File: src/srp_params.svh
// Offsets, field positions, reset values and scale constants of the speed reference profile block
`ifndef SRP_PARAMS_SVH
`define SRP_PARAMS_SVH

`define SRP_IDX_CFG5        8'h9C
`define SRP_IDX_CFG6        8'h9E
`define SRP_IDX_DUTYCFG     8'hA0
`define SRP_IDX_STATUS      8'hA2
`define SRP_ADDR_SHIFT      2
`define SRP_RST_CFG5        32'h0000_0000
`define SRP_RST_CFG6        32'h0000_0000
`define SRP_RST_DUTYCFG     32'h0000_0000
`define SRP_WMASK_CFG5      32'hFFFF_FFFE
`define SRP_WMASK_CFG6      32'hFFFF_8000
`define SRP_WMASK_DUTYCFG   32'h0001_FFFF
`define SRP_PARITY_BIT      31
`define SRP_REFB_LSB_BIT    30
`define SRP_REFC_MSB        29
`define SRP_REFC_LSB        22
`define SRP_REFD_MSB        21
`define SRP_REFD_LSB        14
`define SRP_REFE_MSB        13
`define SRP_REFE_LSB        6
`define SRP_MINDUTY_MSB     5
`define SRP_MINDUTY_LSB     4
`define SRP_VMODE_MSB       3
`define SRP_VMODE_LSB       2
`define SRP_FILTER_BIT      1
`define SRP_OFF2_MSB        30
`define SRP_OFF2_LSB        23
`define SRP_CLAMP2_MSB      22
`define SRP_CLAMP2_LSB      15
`define SRP_DUTYC_MSB       7
`define SRP_DUTYC_LSB       0
`define SRP_BAND_MSB        9
`define SRP_BAND_LSB        8
`define SRP_REFBHI_MSB      16
`define SRP_REFBHI_LSB      10
`define SRP_FULL_SCALE      16'd256
`define SRP_PCT_SCALE       16'd100
`define SRP_MIN_PCT0        16'd1
`define SRP_MIN_PCT1        16'd3
`define SRP_MIN_PCT2        16'd5
`define SRP_MIN_PCT3        16'd10
`define SRP_FILT_PERMILLE   16'd4
`define SRP_PERMILLE_SCALE  16'd1000

`endif

File: src/srp_pkg.sv
// Types shared by the speed reference profile block
package srp_pkg;
    typedef enum logic [1:0] {
        SRP_REF_MODE  = 2'b01,
        SRP_VOLT_MODE = 2'b10
    } srp_mode_e;

    typedef enum logic [1:0] {
        SRP_VSEL_OFF  = 2'h0,
        SRP_VSEL_HIGH = 2'h1,
        SRP_VSEL_LOW  = 2'h2,
        SRP_VSEL_NA   = 2'h3
    } srp_vsel_e;
endpackage

File: src/srp_duty_filter.sv
// Dead-band filter on the measured speed-pin duty
`include "srp_params.svh"
`timescale 1ns/10ps
`default_nettype none
module srp_duty_filter #(
    parameter int WIDTH = 8
) (
    input  wire logic             clock,
    input  wire logic             reset,
    input  wire logic             enable,
    input  wire logic [WIDTH-1:0] dutyIn,
    output logic      [WIDTH-1:0] dutyOut
);
    // Ten extra bits hold the product by one thousand without wrapping
    localparam int SCALED_W = WIDTH + 10;

    logic [WIDTH-1:0]    held_ff;
    logic [WIDTH-1:0]    nxt_held;
    logic [WIDTH-1:0]    delta;
    logic [SCALED_W-1:0] deltaScaled;
    logic                bigStep;

    // A step counts only when it exceeds the band; small jitter is held off
    assign delta       = (dutyIn > held_ff) ? dutyIn - held_ff : held_ff - dutyIn;
    assign deltaScaled = SCALED_W'(delta) * SCALED_W'(`SRP_PERMILLE_SCALE);
    assign bigStep     = deltaScaled > SCALED_W'(`SRP_FILT_PERMILLE * `SRP_FULL_SCALE);
    assign nxt_held    = (!enable || bigStep) ? dutyIn : held_ff;
    assign dutyOut     = held_ff;

    always_ff @(posedge clock or posedge reset)
    begin
        if (reset)
            held_ff <= '0;
        else
            held_ff <= nxt_held;
    end
endmodule
`default_nettype wire

File: src/srp_profile_regs.sv
// Speed reference profile configuration registers with AHB-Lite access
//
// Summary of operation
// - Reference B LSB sits at bit 30, joined below seven upper bits.
// - References C, D, E are eight-bit fields at 29-22, 21-14, 13-6.
// - Motor drive starts only once duty reaches 1, 3, 5 or 10 percent.
// - Voltage-mode select 0 keeps reference mode everywhere; code 3 undefined.
// - Select 1: voltage mode above C plus band, reference below C minus band.
// - Select 2: reference mode above C plus band, voltage below C minus band.
// - Bit 1 enables a 0.4 percent speed-pin duty filter, else unfiltered.
// - Second turn-off reference is eight bits at 30-23 of word six.
// - Second clamp reference is eight bits at 22-15 of word six.
// - Duty band width codes 0 to 3 give 0 to 3 percent.
// - Duty point C is its value over 256 of full duty.
//
// The AHB-Lite register port was left to the implementer.
`include "srp_params.svh"
`timescale 1ns/10ps
`default_nettype none
module srp_profile_regs (
    input  wire logic        clock,
    input  wire logic        reset,
    input  wire logic        hsel,
    input  wire logic [31:0] haddr,
    input  wire logic [1:0]  htrans,
    input  wire logic        hwrite,
    input  wire logic [2:0]  hsize,
    input  wire logic [31:0] hwdata,
    input  wire logic        hready,
    output logic             hreadyout,
    output logic             hresp,
    output logic      [31:0] hrdata,
    input  wire logic [7:0]  speedDuty,
    output logic      [7:0]  refB,
    output logic      [7:0]  refC,
    output logic      [7:0]  refD,
    output logic      [7:0]  refE,
    output logic      [7:0]  turnoffRefSecond,
    output logic      [7:0]  clampRefSecond,
    output logic             motorEnable,
    output logic             voltageMode
);
    logic [31:0]       cfg5_ff;
    logic [31:0]       cfg6_ff;
    logic [31:0]       dutyCfg_ff;
    logic [31:0]       nxt_cfg5;
    logic [31:0]       nxt_cfg6;
    logic [31:0]       nxt_dutyCfg;
    logic              wrPend_ff;
    logic              rdPend_ff;
    logic [7:0]        index_ff;
    logic [31:0]       rdData_ff;
    logic [31:0]       nxt_rdData;
    logic              motorEnable_ff;
    logic              nxt_motorEnable;
    srp_pkg::srp_mode_e mode_ff;
    srp_pkg::srp_mode_e nxt_mode;

    wire              addrPhase;
    wire [7:0]        addrIndex;
    wire              wrCfg5;
    wire              wrCfg6;
    wire              wrDutyCfg;
    wire [7:0]        filtDuty;
    wire [7:0]        dutyPointC;
    wire [1:0]        bandCode;
    wire [1:0]        minDutyCode;
    wire [1:0]        vselCode;
    wire [15:0]       dutyScaled;
    wire [15:0]       pointScaled;
    wire [15:0]       bandScaled;
    wire              aboveBand;
    wire              belowBand;
    wire              reachedMin;
    wire [31:0]       statusWord;

    // Convert a whole-percent figure into duty counts times one hundred
    function automatic logic [15:0] pct_to_scaled(input logic [15:0] pct);
        pct_to_scaled = 16'(pct * `SRP_FULL_SCALE);
    endfunction

    // Duty counts (over 256 of full scale) times one hundred
    function automatic logic [15:0] duty_to_scaled(input logic [7:0] duty);
        duty_to_scaled = 16'(16'(duty) * `SRP_PCT_SCALE);
    endfunction

    function automatic logic [31:0] masked_write(input logic [31:0] old,
                                                 input logic [31:0] data,
                                                 input logic [31:0] mask);
        masked_write = (old & ~mask) | (data & mask);
    endfunction

    // Bus address phase; every access completes with no wait state
    assign addrPhase = hsel && htrans[1] && hready;
    assign addrIndex = haddr[`SRP_ADDR_SHIFT +: 8];
    assign hreadyout = 1'b1;
    assign hresp     = 1'b0;
    assign hrdata    = rdData_ff;

    assign wrCfg5    = wrPend_ff && index_ff == `SRP_IDX_CFG5;
    assign wrCfg6    = wrPend_ff && index_ff == `SRP_IDX_CFG6;
    assign wrDutyCfg = wrPend_ff && index_ff == `SRP_IDX_DUTYCFG;

    // Reserved bits stay zero because the masks never open them
    assign nxt_cfg5    = wrCfg5 ? masked_write(cfg5_ff, hwdata, `SRP_WMASK_CFG5) : cfg5_ff;
    assign nxt_cfg6    = wrCfg6 ? masked_write(cfg6_ff, hwdata, `SRP_WMASK_CFG6) : cfg6_ff;
    assign nxt_dutyCfg = wrDutyCfg ? masked_write(dutyCfg_ff, hwdata, `SRP_WMASK_DUTYCFG)
                                   : dutyCfg_ff;

    assign statusWord = {16'h0000, filtDuty, 6'h00, motorEnable_ff,
                         mode_ff == srp_pkg::SRP_VOLT_MODE};

    // Read data is taken from next-state values so a write followed at once
    // by a read of the same word returns the new contents
    assign nxt_rdData = !(addrPhase && !hwrite)              ? 32'h0000_0000 :
                        addrIndex == `SRP_IDX_CFG5    ? nxt_cfg5    :
                        addrIndex == `SRP_IDX_CFG6    ? nxt_cfg6    :
                        addrIndex == `SRP_IDX_DUTYCFG ? nxt_dutyCfg :
                        addrIndex == `SRP_IDX_STATUS  ? statusWord  : 32'h0000_0000;

    always_ff @(posedge clock or posedge reset)
    begin
        if (reset)
        begin
            wrPend_ff <= 1'b0;
            rdPend_ff <= 1'b0;
            index_ff  <= 8'h00;
            rdData_ff <= 32'h0000_0000;
        end
        else
        begin
            wrPend_ff <= addrPhase && hwrite;
            rdPend_ff <= addrPhase && !hwrite;
            index_ff  <= addrPhase ? addrIndex : index_ff;
            rdData_ff <= nxt_rdData;
        end
    end

    always_ff @(posedge clock or posedge reset)
    begin
        if (reset)
        begin
            cfg5_ff    <= `SRP_RST_CFG5;
            cfg6_ff    <= `SRP_RST_CFG6;
            dutyCfg_ff <= `SRP_RST_DUTYCFG;
        end
        else
        begin
            cfg5_ff    <= nxt_cfg5;
            cfg6_ff    <= nxt_cfg6;
            dutyCfg_ff <= nxt_dutyCfg;
        end
    end

    // Reference outputs straight from the configuration flops
    assign refB = {dutyCfg_ff[`SRP_REFBHI_MSB:`SRP_REFBHI_LSB],
                   cfg5_ff[`SRP_REFB_LSB_BIT]};
    assign refC = cfg5_ff[`SRP_REFC_MSB:`SRP_REFC_LSB];
    assign refD = cfg5_ff[`SRP_REFD_MSB:`SRP_REFD_LSB];
    assign refE = cfg5_ff[`SRP_REFE_MSB:`SRP_REFE_LSB];
    assign turnoffRefSecond = cfg6_ff[`SRP_OFF2_MSB:`SRP_OFF2_LSB];
    assign clampRefSecond   = cfg6_ff[`SRP_CLAMP2_MSB:`SRP_CLAMP2_LSB];

    srp_duty_filter #(
        .WIDTH (8)
    ) u_filter (
        .clock   (clock),
        .reset   (reset),
        .enable  (cfg5_ff[`SRP_FILTER_BIT]),
        .dutyIn  (speedDuty),
        .dutyOut (filtDuty)
    );

    assign dutyPointC  = dutyCfg_ff[`SRP_DUTYC_MSB:`SRP_DUTYC_LSB];
    assign bandCode    = dutyCfg_ff[`SRP_BAND_MSB:`SRP_BAND_LSB];
    assign minDutyCode = cfg5_ff[`SRP_MINDUTY_MSB:`SRP_MINDUTY_LSB];
    assign vselCode    = cfg5_ff[`SRP_VMODE_MSB:`SRP_VMODE_LSB];

    // All comparisons run in duty counts times one hundred to keep
    // whole-percent thresholds exact without a divider
    assign dutyScaled  = duty_to_scaled(filtDuty);
    assign pointScaled = duty_to_scaled(dutyPointC);
    assign bandScaled  = pct_to_scaled(16'(bandCode));
    assign aboveBand   = 17'(dutyScaled) > 17'(pointScaled) + 17'(bandScaled);
    assign belowBand   = 17'(dutyScaled) + 17'(bandScaled) < 17'(pointScaled);

    assign reachedMin = dutyScaled >= pct_to_scaled(
        minDutyCode == 2'h0 ? `SRP_MIN_PCT0 :
        minDutyCode == 2'h1 ? `SRP_MIN_PCT1 :
        minDutyCode == 2'h2 ? `SRP_MIN_PCT2 : `SRP_MIN_PCT3);
    assign nxt_motorEnable = reachedMin;

    // Code 3 is undefined; it is treated as code 0 so the mode stays safe
    always_comb
    begin
        nxt_mode = mode_ff;
        unique case (srp_pkg::srp_vsel_e'(vselCode))
            srp_pkg::SRP_VSEL_HIGH:
            begin
                if (aboveBand)
                    nxt_mode = srp_pkg::SRP_VOLT_MODE;
                else if (belowBand)
                    nxt_mode = srp_pkg::SRP_REF_MODE;
            end
            srp_pkg::SRP_VSEL_LOW:
            begin
                if (aboveBand)
                    nxt_mode = srp_pkg::SRP_REF_MODE;
                else if (belowBand)
                    nxt_mode = srp_pkg::SRP_VOLT_MODE;
            end
            srp_pkg::SRP_VSEL_OFF,
            srp_pkg::SRP_VSEL_NA:
                nxt_mode = srp_pkg::SRP_REF_MODE;
        endcase
    end

    always_ff @(posedge clock or posedge reset)
    begin
        if (reset)
        begin
            mode_ff        <= srp_pkg::SRP_REF_MODE;
            motorEnable_ff <= 1'b0;
        end
        else
        begin
            mode_ff        <= nxt_mode;
            motorEnable_ff <= nxt_motorEnable;
        end
    end

    assign motorEnable = motorEnable_ff;
    assign voltageMode = mode_ff == srp_pkg::SRP_VOLT_MODE;
endmodule
`default_nettype wire

File: config.mk
export PLATFORM = sky130hd
export DESIGN_NAME = srp_profile_regs
export DESIGN_NICKNAME = d
export VERILOG_FILES = /design/src/srp_pkg.sv /design/src/srp_duty_filter.sv /design/src/srp_profile_regs.sv
export VERILOG_INCLUDE_DIRS = /design/src
export SDC_FILE = /design/constraint.sdc
export NUM_CORES = 1
export LEC_CHECK = 0
export BUFFER_PORTS_ARGS = -buffer_cell sky130_fd_sc_hd__buf_2
export CAP_MARGIN = 20
export CORE_MARGIN = 8
export CORE_UTILIZATION = 40
export CTS_BUF_LIST = sky130_fd_sc_hd__clkbuf_8
export DETAILED_ROUTE_END_ITERATION = 8
export PLACE_DENSITY = 0.61
export SLEW_MARGIN = 20
export SYNTH_ARGS = -nofsm -noshare
export SYNTH_HDL_FRONTEND = slang
export SYNTH_SLANG_ARGS = --single-unit
File: constraint.sdc
create_clock -name clock -period 7.65 [get_ports clock]
set_clock_uncertainty 0.05 [all_clocks]
set_input_delay 1.53 -clock clock [delete_from_list [all_inputs] [get_ports clock]]
set_output_delay 1.53 -clock clock [all_outputs]
set_load 0.01 [all_outputs]
==> flow_summary_export.csv <==
group,metric,value,unit
placement,hpwl,17800,um
pwr,pwr-share-seq,0.165,
sta,setup_viol,0,
final_layout,stdcell_area,10900,um2
yosys,seq_area_frac_synth,0.312,
worst_setup_path,path_class,"primary input to flop",
clock_network,hold_buffers,0,
drt,drt-total-wl,22400,um
final_layout,nFillCells,2290,
drt,drt_iter0_drc,366,
die,ioPinCount,166,
clock_network,clkSlewWorstSetupHoldPaths,0.08,ns
die,start_util,0.403,
global_routing,grt_pass1_vias,7199,
pwr,p_switching,1.77,mW
yosys,synthCells,920,
worst_setup_path,cp.arrival,7.53,ns
clock_network,cts_inserted_buffers,17,
pwr,intPower,2.25,mW
placement,place_area,10400,um2
clock_network,cts_root_buffer,"clkbuf_8",
worst_setup_path,worstPathRequired,7.91,ns
sta,fin_crit_sh,0.950,
worst_setup_path,end_kind,"flop",
sta,relSlewSlack,0.319,
die,coreArea,23300,um2
final_layout,nNetsFinal,1311,
flow_run,cap_viol_max_count,0,
placement,gp_congestion,0.861,
worst_setup_path,cp_common_cell,"inv_1",
global_routing,grt_pass1_wl,37200,um
drt,firstDrtPassIters,4,
drt,routedWlPerCell,16.1,um
placement,port_buffers,135,
clock_network,cts_buffer_depth,2,
worst_setup_path,cp_max_fo,4,
yosys,async_flop_share,1.00,
die,die_w,169,um
pwr,leakage,5.62,nW
worst_hold_path,hold_path.class,"flop to flop",
yosys,ys_seq_elements,117,
sta,min_period,7.26,ns
pwr,switching_share,0.440,
global_routing,grt_use_total,0.161,
yosys,synth.avg_cell_area,10.2,um2
worst_setup_path,slowest_stage,"fa_1",
yosys,synthesis.area,9380,um2
clock_network,htreeDepth,4,
yosys,syn_nets,1174,
worst_setup_path,start_kind,"primary input",
die,dieArea,28600,um2
sta,tightest_slew,1.02,ns
drt,vias_per_cell,4.94,
yosys,yosys_warnings,0,
run_status,status,"finished, final reports clean",
clock_network,clock_latency,0.43,ns
drt,drc,0,
global_routing,grt_overflow,0,
final_layout,syn_to_final_growth,16.0,%
global_routing,grt_start_max_net_pins,80,
global_routing,antenna_found_initial,1,
sta,finalSetupTns,0,ns
sta,fmax,138,MHz
clock_network,clock-sinks,117,
final_layout,layout.area.seq,2930,um2
pwr,ir_worst_vdd,0.00104,V
sta,rsz0062_at_grt,"false",
final_layout,multi_input_comb_area,5640,um2
yosys,synth.distinct_cells,67,
yosys,ys.flop_type,"dfrtp_1",
clock_network,cts_tree,"built",
die,row_count,56,
final_layout,drive_above_1_share,0.301,
pwr,clockPowerShare,0.143,
sta,maxSlewViolCount,0,
die,die_h,169,um
drt,vias,6870,
worst_setup_path,critPathMaxStageDelay,0.54,ns
pwr,p_comb_frac,0.692,
pwr,power.density,369,nW/um2
drt,drtAntennaViolNets,0,
sta,finalHoldViolCount,0,
yosys,synth_edf_count,0,
kinds of logic after synthesis:
family	Yosys count	synth area share
compound gates	152	0.106
xor+xnor	39	0.0379
fa+ha+maj	172	0.254
buf+inv	182	0.0942
flops	117	0.312
mux	87	0.103
other cells	2	0.000801
simple gates	169	0.0916
sequential cells by signal (all words and copies together), names as in the netlist:
signal            flops
index_ff              8
u_filter.dutyOut      8
dutyCfg_ff           17
motorEnable           1
cfg6_ff              17
mode_ff               2
hrdata               32
cfg5_ff              31
wrPend_ff             1
cell usage in the layout (no fill, tap or decap), types with 6 or more instances in the layout:
| master | count |
|---|---|
| ha_1 | 141 |
| buf_2 | 135 |
| dfrtp_1 | 116 |
| inv_1 | 111 |
| mux2_2 | 75 |
| a21oi_1 | 51 |
| buf_4 | 50 |
| nand2_1 | 46 |
| nor2_1 | 43 |
| fa_1 | 29 |
| o21ai_0 | 21 |
| nor2b_1 | 21 |
| xnor2_1 | 18 |
| clkbuf_8 | 18 |
| xor2_1 | 17 |
| a21o_1 | 15 |
| nand3_1 | 12 |
| mux2i_1 | 10 |
| o211ai_1 | 8 |
| nand4_1 | 6 |
| a211oi_1 | 6 |
metrics by stage:
| stage | power, mW | worst slack (ns) | cells | utilization | hold slack [ns] |
|---|---|---|---|---|---|
| 4_1_cts | 4.02 | 0.298 | 1388 | 0.465 | 0.448 |
| 6_report | 4.02 | 0.386 | 1390 | 0.468 | 0.446 |
| 3_3_place_gp | 3.37 | -0.0829 | 1356 | 0.448 | 0.424 |
| 5_1_grt | 4.51 | 0.0346 | 1390 | 0.468 | 0.467 |
| 3_5_place_dp | 3.42 | -0.157 | 1356 | 0.448 | 0.430 |
| 2_1_floorplan | 2.70 | 0.00470 | 920 | - | 0.416 |
final timing paths:
check	startpoint	to	slack, ns	depth (start not counted)
min in group asynchronous	reset	hrdata[26]$_DFF_PP0_	1.08	2
hold / removal	cfg6_ff[31]$_DFF_PP0_	cfg6_ff[31]$_DFF_PP0_	0.45	1
max in group asynchronous	reset	cfg6_ff[30]$_DFF_PP0_	5.41	3
setup reg to reg	u_filter.dutyOut[1]$_DFFE_PP0P_	u_filter.dutyOut[7]$_DFFE_PP0P_	1.10	27
hold reg to reg	cfg6_ff[31]$_DFF_PP0_	cfg6_ff[31]$_DFF_PP0_	0.45	1
setup / recovery	speedDuty[0]	u_filter.dutyOut[7]$_DFFE_PP0P_	0.39	30
power by group through the flow:
stage          registers (mW)  clock network (mW)  logic [mW]
3_3_place_gp            0.674                   0        2.70
3_5_place_dp            0.674                   0        2.75
6_report                0.662               0.575        2.78
5_1_grt                 0.665               0.620        3.22
4_1_cts                 0.662               0.588        2.77
2_1_floorplan           0.666                   0        2.04
layer usage:
layer | vias up | share of wire | global-route usage | wire length (um)
met5 | - | 0 | 0 | 0
met4 | 0 | 0.013 | 0.0392 | 284
met3 | 19 | 0.045 | 0.0340 | 998
met2 | 109 | 0.50 | 0.279 | 11100
met1 | 3346 | 0.45 | 0.201 | 10000
li1 | 3396 | - | - | -
critical path, delay by kind of cell:
kind | cells | cell delay (ns)
muxes | 2 | 0.64
xor gates and xnor gates | 1 | 0.10
adders and majority gates | 7 | 2.52
AOI/OAI and AO/OA | 8 | 1.36
and+or+nand+nor | 5 | 0.74
buffers and inverters | 7 | 0.63
cell usage after synthesis (4+ instances only):
master / number / area [um2]
nor2_1: 44 / 165
mux2_2: 75 / 845
nand3_1: 12 / 60.1
inv_1: 113 / 424
o31ai_1: 4 / 30.0
nand4_1: 6 / 37.5
fa_1: 30 / 601
nand2b_1: 5 / 31.3
o31a_1: 4 / 35.0
nor3_1: 7 / 35.0
clkbuf_1: 14 / 52.6
a211oi_1: 7 / 52.6
o21a_1: 5 / 37.5
ha_1: 142 / 1780
mux2i_1: 11 / 110
dfrtp_1: 116 / 2900
o211ai_1: 8 / 60.1
o21ai_0: 21 / 105
a21o_1: 15 / 113
nand2_1: 48 / 180
nor2b_1: 21 / 131
a22oi_1: 5 / 37.5
a21oi_1: 52 / 260
buf_4: 50 / 375
o2111ai_1: 4 / 35.0
xor2_1: 19 / 166
xnor2_1: 19 / 166
final cells by class:
class | count | area share
diodes | 1 | 0.000230
clock buffers | 18 | 0.0228
clock inverters | 14 | 0.0143
inverters | 113 | 0.0392
multi-input cells | 621 | 0.519
flip-flops and latches | 117 | 0.269
well taps | 319 | 0.0367
repair buffers | 187 | 0.0987
what timing repair did:
| item | 4_1_cts | 5_1_grt |
|---|---|---|
| setup buffers | 0 | 1 |
| endpoints found under the setup margin | 0 | 8 |
| endpoints found under the hold margin | 0 | 0 |
| resized for setup | 0 | 10 |
No activity file was read; power rests on OpenSTA's default activity.
